File: src/br4_defs.vh
// Constants for the buck regulator four configuration register bank.
// Assumes inclusion by br4_config_regs.v only; definitions only.
`ifndef BR4_DEFS_VH
`define BR4_DEFS_VH

// Register byte addresses
`define BR4_ADDR_NORMAL   8'h4a
`define BR4_ADDR_STANDBY  8'h4b
`define BR4_ADDR_SLEEP    8'h4c
`define BR4_ADDR_MODE     8'h4d
`define BR4_ADDR_TUNING   8'h4e

// Field positions
`define BR4_CODE_MSB      5
`define BR4_RANGE_BIT     6
`define BR4_MODE_MSB      3
`define BR4_SLEEP_BHV_BIT 5
`define BR4_ILIM_BIT      0
`define BR4_SPARE_BIT     1
`define BR4_FREQ_LSB      2
`define BR4_PHASE_LSB     4
`define BR4_DVS_LSB       6

// Reset values
`define BR4_CODE_RST      6'h00
`define BR4_MODE_RST      4'h0
`define BR4_TUNING_RST    8'h00

// Power states of the device
`define BR4_PS_NORMAL     2'h0
`define BR4_PS_STANDBY    2'h1
`define BR4_PS_SLEEP      2'h2

// Set point decode, in units of 0.1 mV
`define BR4_LOW_BASE      16'h0fa0
`define BR4_LOW_STEP      16'h00fa
`define BR4_HIGH_BASE     16'h1f40
`define BR4_HIGH_STEP     16'h01f4
`define BR4_HIGH_LAST     6'h32

`endif

File: src/br4_config_regs.v
// Configuration register bank of buck regulator four.
// Assumes a serial control bus slave on sys_clk that issues single-cycle
// read and write strobes, and power state and fuse logic on sys_clk.
`timescale 1ns/1ps
`default_nettype none
`include "br4_defs.vh"

// What this block does
// - Five registers sit at byte addresses 0x4A to 0x4E in order.
// - Normal set point bits 5:0 are read/write, reset zero.
// - Normal bit 6 is read-only range, loaded only from fuse config.
// - Standby set point bits 5:0 are read/write, reset zero.
// - Standby bit 6 mirrors the configured range bit, read-only.
// - Sleep set point bits 5:0 are read/write, reset zero.
// - Sleep bit 6 mirrors the configured range bit, read-only.
// - Mode register bits 3:0 select the normal switching mode.
// - Mode bit 5 picks sleep behaviour: 0 off, 1 pulse-frequency.
// - Tuning bit 0 picks current limit: 0 high, 1 low.
// - Tuning bits 3:2 select switching frequency, reset zero.
// - Tuning bits 5:4 select phase clock, reset zero.
// - Tuning bits 7:6 select voltage scaling speed, reset zero.
// - Setup and control go through these registers, except range from fuse config and power_state.
// - Range bit and six code bits decode to an output voltage.
module br4_config_regs
(
  input  wire        sys_clk,
  input  wire        reset,
  input  wire [7:0]  reg_addr,
  input  wire        reg_wr,
  input  wire        reg_rd,
  input  wire [7:0]  reg_wdata,
  output reg  [7:0]  reg_rdata,
  output reg         reg_rvalid,
  output wire        reg_hit,
  input  wire        fuse_range_load,
  input  wire        fuse_range_value,
  input  wire [1:0]  power_state,
  output reg  [6:0]  active_setpoint,
  output reg  [15:0] active_voltage,
  output reg         setpoint_reserved,
  output reg         regulator_enable,
  output reg         pfm_force,
  output reg  [3:0]  switching_mode,
  output reg         current_limit_low,
  output reg  [1:0]  switching_frequency_select,
  output reg  [1:0]  phase_clock_select,
  output reg  [1:0]  voltage_scaling_speed
);

  // Stored fields
  wire [5:0] normal_code_ff;
  wire [5:0] standby_code_ff;
  wire [5:0] sleep_code_ff;
  reg        range_ff;
  reg  [3:0] mode_ff;
  reg        sleep_bhv_ff;
  reg  [7:0] tuning_ff;

  // Next values
  reg        nxt_range;
  reg  [3:0] nxt_mode;
  reg        nxt_sleep_bhv;
  reg  [7:0] nxt_tuning;

  // Decode helpers
  wire       sel_normal;
  wire       sel_standby;
  wire       sel_sleep;
  wire       sel_mode;
  wire       sel_tuning;
  reg  [7:0] rd_mux;
  reg  [5:0] pick_code;
  reg  [15:0] pick_voltage;
  reg        pick_reserved;

  // Address decode
  assign sel_normal  = (reg_addr == `BR4_ADDR_NORMAL);
  assign sel_standby = (reg_addr == `BR4_ADDR_STANDBY);
  assign sel_sleep   = (reg_addr == `BR4_ADDR_SLEEP);
  assign sel_mode    = (reg_addr == `BR4_ADDR_MODE);
  assign sel_tuning  = (reg_addr == `BR4_ADDR_TUNING);
  assign reg_hit     = sel_normal | sel_standby | sel_sleep |
                       sel_mode | sel_tuning;

  // Normal set point code
  br4_code_reg
  #(
    .WIDTH   (6)
  )
  u_normal_code
  (
    .sys_clk (sys_clk),
    .reset   (reset),
    .wr_en   (reg_wr & sel_normal),
    .wdata   (reg_wdata[`BR4_CODE_MSB:0]),
    .code_ff (normal_code_ff)
  );

  // Standby set point code
  br4_code_reg
  #(
    .WIDTH   (6)
  )
  u_standby_code
  (
    .sys_clk (sys_clk),
    .reset   (reset),
    .wr_en   (reg_wr & sel_standby),
    .wdata   (reg_wdata[`BR4_CODE_MSB:0]),
    .code_ff (standby_code_ff)
  );

  // Sleep set point code
  br4_code_reg
  #(
    .WIDTH   (6)
  )
  u_sleep_code
  (
    .sys_clk (sys_clk),
    .reset   (reset),
    .wr_en   (reg_wr & sel_sleep),
    .wdata   (reg_wdata[`BR4_CODE_MSB:0]),
    .code_ff (sleep_code_ff)
  );

  // Write path; only writable fields take bus data
  always @*
  begin
    nxt_range        = range_ff;
    nxt_mode         = mode_ff;
    nxt_sleep_bhv    = sleep_bhv_ff;
    nxt_tuning       = tuning_ff;
    if (reg_wr)
    begin
      if (sel_mode)
      begin
        nxt_mode      = reg_wdata[`BR4_MODE_MSB:0];
        nxt_sleep_bhv = reg_wdata[`BR4_SLEEP_BHV_BIT];
      end
      if (sel_tuning)
      begin
        nxt_tuning = reg_wdata;
      end
    end
    // Range bit comes from fuse or prototype configuration only
    if (fuse_range_load)
    begin
      nxt_range = fuse_range_value;
    end
  end

  // Register state
  always @(posedge sys_clk)
  begin
    if (reset)
    begin
      range_ff        <= 1'b0;
      mode_ff         <= `BR4_MODE_RST;
      sleep_bhv_ff    <= 1'b0;
      tuning_ff       <= `BR4_TUNING_RST;
    end
    else
    begin
      range_ff        <= nxt_range;
      mode_ff         <= nxt_mode;
      sleep_bhv_ff    <= nxt_sleep_bhv;
      tuning_ff       <= nxt_tuning;
    end
  end

  // Read mux; unused bits and unmapped addresses read zero, except tuning spare bit 1, which reads back as written
  always @*
  begin
    rd_mux = 8'h00;
    case (1'b1)
      sel_normal:
        rd_mux = {1'b0, range_ff, normal_code_ff};
      sel_standby:
        rd_mux = {1'b0, range_ff, standby_code_ff};
      sel_sleep:
        rd_mux = {1'b0, range_ff, sleep_code_ff};
      sel_mode:
        rd_mux = {2'b00, sleep_bhv_ff, 1'b0, mode_ff};
      sel_tuning:
        rd_mux = tuning_ff;
      default:
        rd_mux = 8'h00;
    endcase
  end

  // Read data is registered one cycle after the strobe
  always @(posedge sys_clk)
  begin
    if (reset)
    begin
      reg_rdata  <= 8'h00;
      reg_rvalid <= 1'b0;
    end
    else
    begin
      reg_rvalid <= reg_rd;
      if (reg_rd)
      begin
        reg_rdata <= rd_mux;
      end
    end
  end

  // Choose the set point for the present power state
  always @*
  begin
    case (power_state)
      `BR4_PS_STANDBY:
        pick_code = standby_code_ff;
      `BR4_PS_SLEEP:
        pick_code = sleep_code_ff;
      default:
        pick_code = normal_code_ff;
    endcase
  end

  // Seven-bit set point to voltage in 0.1 mV units
  always @*
  begin
    pick_reserved = 1'b0;
    if (range_ff)
    begin
      pick_voltage = `BR4_HIGH_BASE +
                     {10'h000, pick_code} * `BR4_HIGH_STEP;
      pick_reserved = (pick_code > `BR4_HIGH_LAST);
    end
    else
    begin
      pick_voltage = `BR4_LOW_BASE +
                     {10'h000, pick_code} * `BR4_LOW_STEP;
    end
  end

  // Control outputs registered from register contents and power_state
  always @(posedge sys_clk)
  begin
    if (reset)
    begin
      active_setpoint            <= 7'h00;
      active_voltage             <= `BR4_LOW_BASE;
      setpoint_reserved          <= 1'b0;
      regulator_enable           <= 1'b1;
      pfm_force                  <= 1'b0;
      switching_mode             <= `BR4_MODE_RST;
      current_limit_low          <= 1'b0;
      switching_frequency_select <= 2'h0;
      phase_clock_select         <= 2'h0;
      voltage_scaling_speed      <= 2'h0;
    end
    else
    begin
      active_setpoint   <= {range_ff, pick_code};
      active_voltage    <= pick_voltage;
      setpoint_reserved <= pick_reserved;
      // Sleep turns the regulator off unless pulse-frequency is chosen
      regulator_enable  <= (power_state != `BR4_PS_SLEEP) |
                           sleep_bhv_ff;
      pfm_force         <= (power_state == `BR4_PS_SLEEP) &
                           sleep_bhv_ff;
      switching_mode    <= mode_ff;
      current_limit_low <= tuning_ff[`BR4_ILIM_BIT];
      switching_frequency_select <=
        tuning_ff[`BR4_FREQ_LSB+1:`BR4_FREQ_LSB];
      phase_clock_select <=
        tuning_ff[`BR4_PHASE_LSB+1:`BR4_PHASE_LSB];
      voltage_scaling_speed <=
        tuning_ff[`BR4_DVS_LSB+1:`BR4_DVS_LSB];
    end
  end

endmodule // br4_config_regs

// Holds one set point code; written only on its own strobe
module br4_code_reg
#(
  parameter WIDTH = 6
)
(
  input  wire             sys_clk,
  input  wire             reset,
  input  wire             wr_en,
  input  wire [WIDTH-1:0] wdata,
  output reg  [WIDTH-1:0] code_ff
);

  reg  [WIDTH-1:0] nxt_code;

  // Hold unless this register is addressed by a write
  always @*
  begin
    nxt_code = code_ff;
    if (wr_en)
    begin
      nxt_code = wdata;
    end
  end

  // Register state
  always @(posedge sys_clk)
  begin
    if (reset)
    begin
      code_ff <= `BR4_CODE_RST;
    end
    else
    begin
      code_ff <= nxt_code;
    end
  end

endmodule // br4_code_reg
`default_nettype wire

File: config.mk
export PLATFORM = sky130hd
export DESIGN_NAME = br4_config_regs
export DESIGN_NICKNAME = d
export VERILOG_FILES = /design/src/br4_config_regs.v
export VERILOG_INCLUDE_DIRS = /design/src
export SDC_FILE = /design/constraint.sdc
export NUM_CORES = 1
export LEC_CHECK = 0
export BUFFER_PORTS_ARGS = -buffer_cell sky130_fd_sc_hd__buf_2
export CAP_MARGIN = 20
export CORE_MARGIN = 2
export CORE_UTILIZATION = 50
export DETAILED_ROUTE_END_ITERATION = 10
export PLACE_DENSITY = 0.73
export SYNTH_ARGS = -nofsm -noshare
export SYNTH_HDL_FRONTEND = slang
export SYNTH_SLANG_ARGS = --single-unit
File: constraint.sdc
create_clock -name sys_clk -period 9.6 [get_ports sys_clk]
set_input_delay 0.48 -clock sys_clk [delete_from_list [all_inputs] [get_ports sys_clk]]
set_output_delay 0.48 -clock sys_clk [all_outputs]
set_load 0.01 [all_outputs]
==> out/metrics.csv, run 1 <==
stage;metric;value;unit
floorplanning;io pins;71;
sta;fmax;197;MHz
yosys;Gate Count Post-Synth;445;
global_routing;first-pass GRT wire length;14800;um
cells_and_area;fillers;718;
worst_setup_path;flop-to-flop setup slack;4.77;ns
yosys;Post-synth top flop;dfxtp_1;
sta;Least-Margin Pin Slew;0.824;ns
clock_network;CTS tree;built;
flow_run;Max-Cap Viols;0;
power;Leakage;2.18;nW
route;DR vias;3267;
worst_hold_path;HP Class;in2reg;
yosys;synthesized flop and latch total;77;
placed_design;DP Wirelength;6550;um
sta;clock skew;0.0149;ns
clock_network;CTS Buf Count;9;
global_routing;initial antenna violation count;0;
sta;setup TNS;0;ns
sta;final setup vio count;0;
route;Final ANT Viol Nets;0;
worst_setup_path;r2r endpoint;active_voltage[14];
power;overall power;0.604;mW
yosys;number of synthesized flops with an enable pin;0;
worst_setup_path;total stage count of the critical path;19;
worst_hold_path;Hold Path Stages;3;
global_routing;vias in the first global route;2985;
yosys;Mapped Area;4040;um^2
floorplanning;placeable core area;7770;um^2
status;status;complete, no violations;
cells_and_area;Reg area;1540;um^2
sta;max-slew violations;0;
cells_and_area;final net count;565;
worst_setup_path;endpoint class of the critical path;register;
worst_setup_path;highest-delay cell along the critical path;fa_1;
worst_setup_path;CP Launch Type;primary input;
yosys;syn nets;506;
yosys;Yosys cell types;52;
route;Vias/cell;5.36;
sta;unrepaired setup endpoints after global routing;false;
route;final wirelength;9100;um
floorplanning;die height;93.9;um
cells_and_area;area of the multi-input gates;2280;um^2
yosys;ys async rst share;0;%
clock_network;CTS root buffer;clkbuf_8;
placed_design;GPL Wtd Cong;0.826;
worst_setup_path;worst r2r src;u_sleep_code.code_ff[4];
clock_network;H-tree level count;3;
worst_setup_path;crit path kind;in2reg;
floorplanning;Die ar.;8820;um^2
yosys;Synth Area per Inst;9.08;um^2
clock_network;Worst-Skew Late Latency;0.35;ns
worst_setup_path;crit-path max FO;12;
clock_network;Max clock buf depth;2;
sta;Final Hold Fails;0;
sta;Final min period;5.08;ns
global_routing;gr usage total;21.7;%
placed_design;port bufs;69;
worst_setup_path;crit-path cells;buf_2 > inv_1 > ha_1 > nor2_1 > a21oi_1 > inv_1 > fa_1 > ha_1 > xnor2_1 > fa_1 > inv_1 > ha_1 > a21o_1 > a31o_1 > or3_4 > a211oi_4 > nand3_1 > a32oi_1 > o21ai_1;
sta;setup ws final;4.52;ns
worst_setup_path;crit-path max cell delay;0.54;ns
yosys;synth top area cells;dfxtp_1, ha_1, mux2i_1;
yosys;register area share after synthesis;38.1;%
placed_design;DP Worst Slack;3.98;ns
route;drt first pass iters;4;
worst_setup_path;R2R cell count;17;
yosys;top cell type's share of synthesized area;38.1;%
route;routed len/inst;14.9;um
route;initial detailed-routing violation count;193;
power;Peak VDD IR;0.0782;mV
cells_and_area;P&R area growth vs syn;14.3;%
yosys;Synth area leader;dfxtp_1;
power;pwr/cell area;131;nW/um^2
route;DRC violations left;0;
cells_and_area;layout cell share with drive strength beyond 1;19.5;%
clock_network;Post-CTS Resized;0;
worst_setup_path;CP startpoint;power_state[0];
sta;Tcrit/Tclk final;52.9;%
worst_setup_path;cell family with most CP delay;adder cells;
global_routing;largest net degree at the start of global routing;73;
floorplanning;Die X;93.9;um
clock_network;CTS Hold Buffers Added;0;
worst_setup_path;Data arrival, critical path;5.31;ns
clock_network;clock slew at reported path FFs;0.09;ns
worst_setup_path;crit path to;active_voltage[14];
clock_network;setup bufs post-CTS;0;
floorplanning;effective utilization at floorplan;52.0;%
worst_setup_path;Worst Path Buf+Inv;4;
cells_and_area;n_diodes;0;
sta;Max-slew headroom;45.0;%
worst_setup_path;Req. time, crit path;9.83;ns
clock_network;clk sinks;77;
cells_and_area;final core area utilization;59.5;%
yosys;Yosys warnings;0;
global_routing;global route overflow;0;
floorplanning;row cnt;32;
cell usage after synthesis, drive strengths merged (2+ instances only):
cell,n
or3,3
mux2,5
ha,28
inv,29
mux2i,31
nand3b,2
nand3,18
clkbuf,17
o21a,2
a21o,7
xnor2,11
buf,6
a211oi,2
fa,9
o21ai,9
a221oi,5
nand2,27
nand2b,10
nor2,50
and3b,2
nor3,3
dfxtp,77
nand4,3
a31o,3
and3,4
xor2,6
nor2b,17
a21oi,35
a22oi,7
a211o,2
kinds of logic (layout without fill, tap and decap cells):
kind of cell | count (synthesis) | after routing | synth area share (%)
buffers and inverters | 52 | 115 | 5.32
XOR/XNOR | 17 | 17 | 3.68
adder cells (fa/ha/maj) | 37 | 37 | 13.1
AND/OR/NAND/NOR | 146 | 146 | 17.9
flip-flops | 77 | 77 | 38.1
multiplexers | 36 | 36 | 9.07
other | 1 | 1 | 0.0928
AO/OA/AOI/OAI | 79 | 79 | 12.7
power breakdown:
group          total, mW  switching (mW)  leakage (nW)  internal (mW)
sequential         0.324         0.00227         0.622          0.321
combinational     0.0323          0.0208          1.46         0.0115
clock              0.248           0.127        0.0959          0.121
total              0.604           0.150          2.18          0.454
placed cells by master, fill, tap and decap left out, types with 2 or more instances in the layout:
| cell type | Yosys | final |
|---|---|---|
| inv_1 | 29 | 29 |
| dfxtp_1 | 77 | 77 |
| and3b_1 | 2 | 2 |
| xnor2_1 | 11 | 11 |
| a22oi_1 | 7 | 7 |
| a221oi_1 | 5 | 5 |
| clkinv_4 | 0 | 3 |
| buf_2 | 1 | 69 |
| nand2_1 | 27 | 27 |
| nor2_1 | 50 | 50 |
| nand4_1 | 3 | 3 |
| mux2_2 | 5 | 5 |
| mux2i_1 | 31 | 31 |
| and3_1 | 3 | 3 |
| a21o_1 | 6 | 6 |
| fa_1 | 9 | 9 |
| nand3_1 | 18 | 18 |
| nor3_1 | 3 | 3 |
| xor2_1 | 6 | 6 |
| or3_1 | 2 | 2 |
| a211o_1 | 2 | 2 |
| nand3b_1 | 2 | 2 |
| a31o_2 | 2 | 2 |
| nor2b_1 | 17 | 17 |
| o21ai_0 | 8 | 8 |
| o21a_1 | 2 | 2 |
| a21oi_1 | 35 | 35 |
| nand2b_1 | 10 | 10 |
| clkbuf_8 | 0 | 9 |
| ha_1 | 28 | 28 |
layer usage:
metal	part of all wire, %	global-route usage (%)
met1	50	31.5
met2	43	32.1
met3	6.2	2.81
met4	1.2	9.30
met5	0	0
area by class of cell:
cell class	instances	area share [%]
Sequential cell	77	33.4
Timing Repair Buffer	71	7.80
Inverter	29	2.36
Tap cell	102	2.76
Clock inverter	6	1.57
Clock buffer	9	2.68
Multi-Input combinational cell	316	49.5
flip-flops by register name, indices dropped and copies added (netlist names), 4 cells and up:
signal and cells:
tuning_ff 8, u_normal_code.code_ff 6, active_setpoint 7, switching_mode 4, u_standby_code.code_ff 6, active_voltage 15, u_sleep_code.code_ff 6, reg_rdata 8
mode_ff 4
how the worst min path moves through the flow:
stage,start,to,slack [ns]
after floorplan,tuning_ff[1],tuning_ff[1],0.44
after global placement,reg_rdata[2],reg_rdata[2],0.45
after detailed placement,tuning_ff[1],tuning_ff[1],0.45
after CTS,reg_wdata[7],tuning_ff[7],0.36
after global routing,reg_wdata[6],tuning_ff[6],0.37
final,reg_wdata[7],tuning_ff[7],0.37
tightest hold or removal path: cells and delay by family:
kind                   cells  cell delay (ns)
buffers and inverters      1             0.10
and+or+nand+nor            1             0.05
AOI/OAI and AO/OA          1             0.05
metrics by stage:
stage | hold WS (ns) | std cells | instance area, um^2
floorplan | 0.436 | 445 | 4040
global placement | 0.453 | 594 | 4420
detailed placement | 0.454 | 594 | 4420
CTS | 0.355 | 609 | 4610
global route | 0.370 | 610 | 4620
finish | 0.370 | 610 | 4620
(Power assumes the default switching activity.)
==> run 2, diff against run 1 <==
==> constraint.sdc (replaced) <==
create_clock -name sys_clk -period 5.1 [get_ports sys_clk]
set_input_delay 0.255 -clock sys_clk [delete_from_list [all_inputs] [get_ports sys_clk]]
set_output_delay 0.255 -clock sys_clk [all_outputs]
set_load 0.01 [all_outputs]
==> out/metrics.csv, run 2 (same netlist as run 1, synthesis figures left out) <==
stage;metric;value;unit;change
sta;Final Hold Fails;0;;unchanged
sta;setup TNS;0;ns;unchanged
route;Final ANT Viol Nets;0;;unchanged
cells_and_area;P&R area growth vs syn;14.7;%;was 14.3%
global_routing;vias in the first global route;3157;;was 2985
sta;Least-Margin Pin Slew;0.812;ns;was 0.824 ns
worst_setup_path;Data arrival, critical path;5.01;ns;was 5.31 ns
route;initial detailed-routing violation count;191;;was 193
route;DRC violations left;0;;unchanged
cells_and_area;most frequent cells in the layout;dfxtp_1, buf_2, nor2_1, a21oi_1, mux2i_1;;unchanged
clock_network;CTS tree;built;;unchanged
cells_and_area;post-route cell area;4630;um^2;was 4620 um^2
clock_network;CTS root buffer;clkbuf_8;;unchanged
clock_network;Worst-Skew Late Latency;0.35;ns;about the same
clock_network;CTS Buf Count;9;;unchanged
worst_setup_path;crit-path max FO;12;;unchanged
clock_network;setup bufs post-CTS;0;;unchanged
placed_design;port bufs;69;;unchanged
route;drt first pass iters;4;;unchanged
cells_and_area;area of the multi-input gates;2280;um^2;unchanged
worst_setup_path;Req. time, crit path;5.34;ns;was 9.83 ns
worst_setup_path;endpoint class of the critical path;register;;unchanged
worst_setup_path;r2r endpoint;active_voltage[14];;unchanged
clock_network;Post-CTS Resized;0;;unchanged
cells_and_area;layout cell share with drive strength beyond 1;20.3;%;was 19.5%
worst_hold_path;HP Class;in2reg;;unchanged
sta;Max-slew headroom;45.8;%;was 45.0%
clock_network;clk sinks;77;;unchanged
sta;Tcrit/Tclk final;93.4;%;
cells_and_area;register with the most flip-flops;active_voltage;;unchanged
global_routing;largest net degree at the start of global routing;73;;unchanged
floorplanning;row cnt;32;;unchanged
floorplanning;effective utilization at floorplan;52.0;%;unchanged
power;overall power;1.10;mW;was 0.604 mW
worst_setup_path;highest-delay cell along the critical path;fa_1;;unchanged
floorplanning;die height;93.9;um;unchanged
global_routing;gr usage total;21.7;%;about the same
worst_hold_path;hold wc startpoint;reg_wdata[7];;unchanged
floorplanning;io pins;71;;unchanged
power;pwr/cell area;238;nW/um^2;was 131 nW/um^2
clock_network;CTS Hold Buffers Added;0;;unchanged
sta;clock skew;0.0118;ns;was 0.0149 ns
clock_network;Max clock buf depth;2;;unchanged
worst_setup_path;cell family with most CP delay;adder cells;;unchanged
worst_setup_path;Worst Path Buf+Inv;5;;was 4
clock_network;H-tree level count;3;;unchanged
worst_setup_path;R2R cell count;17;;unchanged
cells_and_area;Layout Cells excl Fill;615;;was 610
route;DR vias;3249;;was 3267
worst_hold_path;endpoint of the worst hold path;tuning_ff[7];;unchanged
sta;hold slack final;0.146;ns;was 0.370 ns
floorplanning;placeable core area;7770;um^2;unchanged
cells_and_area;most common cell after layout, fill and taps aside;dfxtp_1;;unchanged
global_routing;initial antenna violation count;0;;unchanged
status;status;complete, no violations;;unchanged
sta;Final min period;4.76;ns;
placed_design;area of placed instances;4450;um^2;was 4420 um^2
sta;max-slew violations;0;;unchanged
floorplanning;Die ar.;8820;um^2;unchanged
sta;unrepaired setup endpoints after global routing;false;;unchanged
route;final wirelength;9060;um;was 9100 um
cells_and_area;final net count;569;;was 565
route;Vias/cell;5.28;;was 5.36
power;Leakage;2.19;nW;was 2.18 nW
sta;setup ws final;0.337;ns;was 4.52 ns
worst_setup_path;crit-path cells;buf_2 > inv_1 > ha_1 > nor2_1 > a21oi_1 > inv_1 > fa_1 > ha_1 > xnor2_1 > fa_1 > inv_1 > ha_1 > buf_4 > and3_2 > a221oi_1 > xor2_1 > nand3_1 > a32oi_1 > o21ai_1;;was buf_2 > inv_1 > ha_1 > nor2_1 > a21oi_1 > inv_1 > fa_1 > ha_1 > xnor2_1 > fa_1 > inv_1 > ha_1 > a21o_1 > a31o_1 > or3_4 > a211oi_4 > nand3_1 > a32oi_1 > o21ai_1
sta;fmax;210;MHz;
worst_setup_path;CP Launch Type;primary input;;unchanged
cells_and_area;Regs by FF count;active_voltage (15), reg_rdata (8), tuning_ff (8);;unchanged
worst_setup_path;worst r2r src;u_standby_code.code_ff[5];;was u_sleep_code.code_ff[4]
cells_and_area;fillers;708;;was 718
worst_setup_path;flop-to-flop setup slack;0.36;ns;was 4.77 ns
cells_and_area;final core area utilization;59.7;%;was 59.5%
worst_hold_path;Hold Path Stages;3;;unchanged
cells_and_area;number of flip-flops in the largest register;15;;unchanged
route;routed len/inst;14.7;um;was 14.9 um
cells_and_area;n_diodes;0;;unchanged
worst_setup_path;crit path kind;in2reg;;unchanged
placed_design;DP Worst Slack;0.0342;ns;was 3.98 ns
power;Peak VDD IR;0.134;mV;was 0.0782 mV
placed_design;DP Wirelength;6630;um;was 6550 um
placed_design;dpl cells;599;;was 594
sta;final setup vio count;0;;unchanged
global_routing;global route overflow;0;;unchanged
floorplanning;Die X;93.9;um;unchanged
placed_design;GPL Wtd Cong;0.858;;was 0.826
worst_setup_path;crit-path max cell delay;0.54;ns;about the same
clock_network;clock slew at reported path FFs;0.09;ns;about the same
global_routing;first-pass GRT wire length;15200;um;was 14800 um
cells_and_area;Reg area;1540;um^2;unchanged
flow_run;Max-Cap Viols;0;;unchanged
==> run 2: cell count changes in the layout (fill, tap and decap cells not counted), sizes merged <==
| cell | previous run | this run |
|---|---|---|
| buf | 70 | 75 |
| bufinv | 1 | 0 |
| clkbuf | 10 | 9 |
| clkinv | 3 | 2 |
| clkinvlp | 1 | 2 |
| inv | 30 | 32 |
==> run 2: where the power goes <==
group	switching, mW	total [mW]	leakage, nW	internal (mW)
sequential	0.00420	0.609	0.622	0.605
clock	0.250	0.433	0.0881	0.183
combinational	0.0387	0.0605	1.48	0.0218
==> run 2: metal layers <==
layer | vias up | share of wire (%) | global-route usage (%)
li1 | 1647 | - | -
met1 | 1484 | 50 | 31.1
met2 | 103 | 43 | 33.2
met3 | 15 | 4.9 | 2.81
met4 | 0 | 2.2 | 8.57
met5 | - | 0 | 0
==> run 2: worst max-delay path by stage <==
stage | from | to | slack [ns] | cells past startpoint
6_report | power_state[0] | active_voltage[14] | 0.34 | 19
5_1_grt | power_state[0] | active_voltage[14] | 0.04 | 19
4_1_cts | power_state[0] | active_voltage[14] | 0.39 | 19
3_5_place_dp | power_state[0] | active_voltage[14] | 0.03 | 19
3_3_place_gp | power_state[0] | active_voltage[14] | 0.25 | 19
2_1_floorplan | power_state[0] | active_voltage[14] | 0.21 | 17
==> run 2: worst register-to-register path, stage by stage (launching register included) <==
cell and delay [ns]:
dfxtp_1 0.33, a22oi_1 0.18, nor2_1 0.06, a21oi_1 0.32, inv_1 0.19, fa_1 0.52
ha_1 0.37, xnor2_1 0.16, fa_1 0.54, inv_1 0.04, ha_1 0.30, buf_4 0.17
and3_2 0.21, a221oi_1 0.35, xor2_1 0.43, nand3_1 0.17, a32oi_1 0.21, o21ai_1 0.08
==> run 2: final cells by class <==
class	instances	share of cell area, %
tap	102	2.75
clock inverter	7	1.24
sequential	77	33.3
multi-input combinational	316	49.3
timing repair buffer	75	8.42
inverter	29	2.35
clock buffer	9	2.67
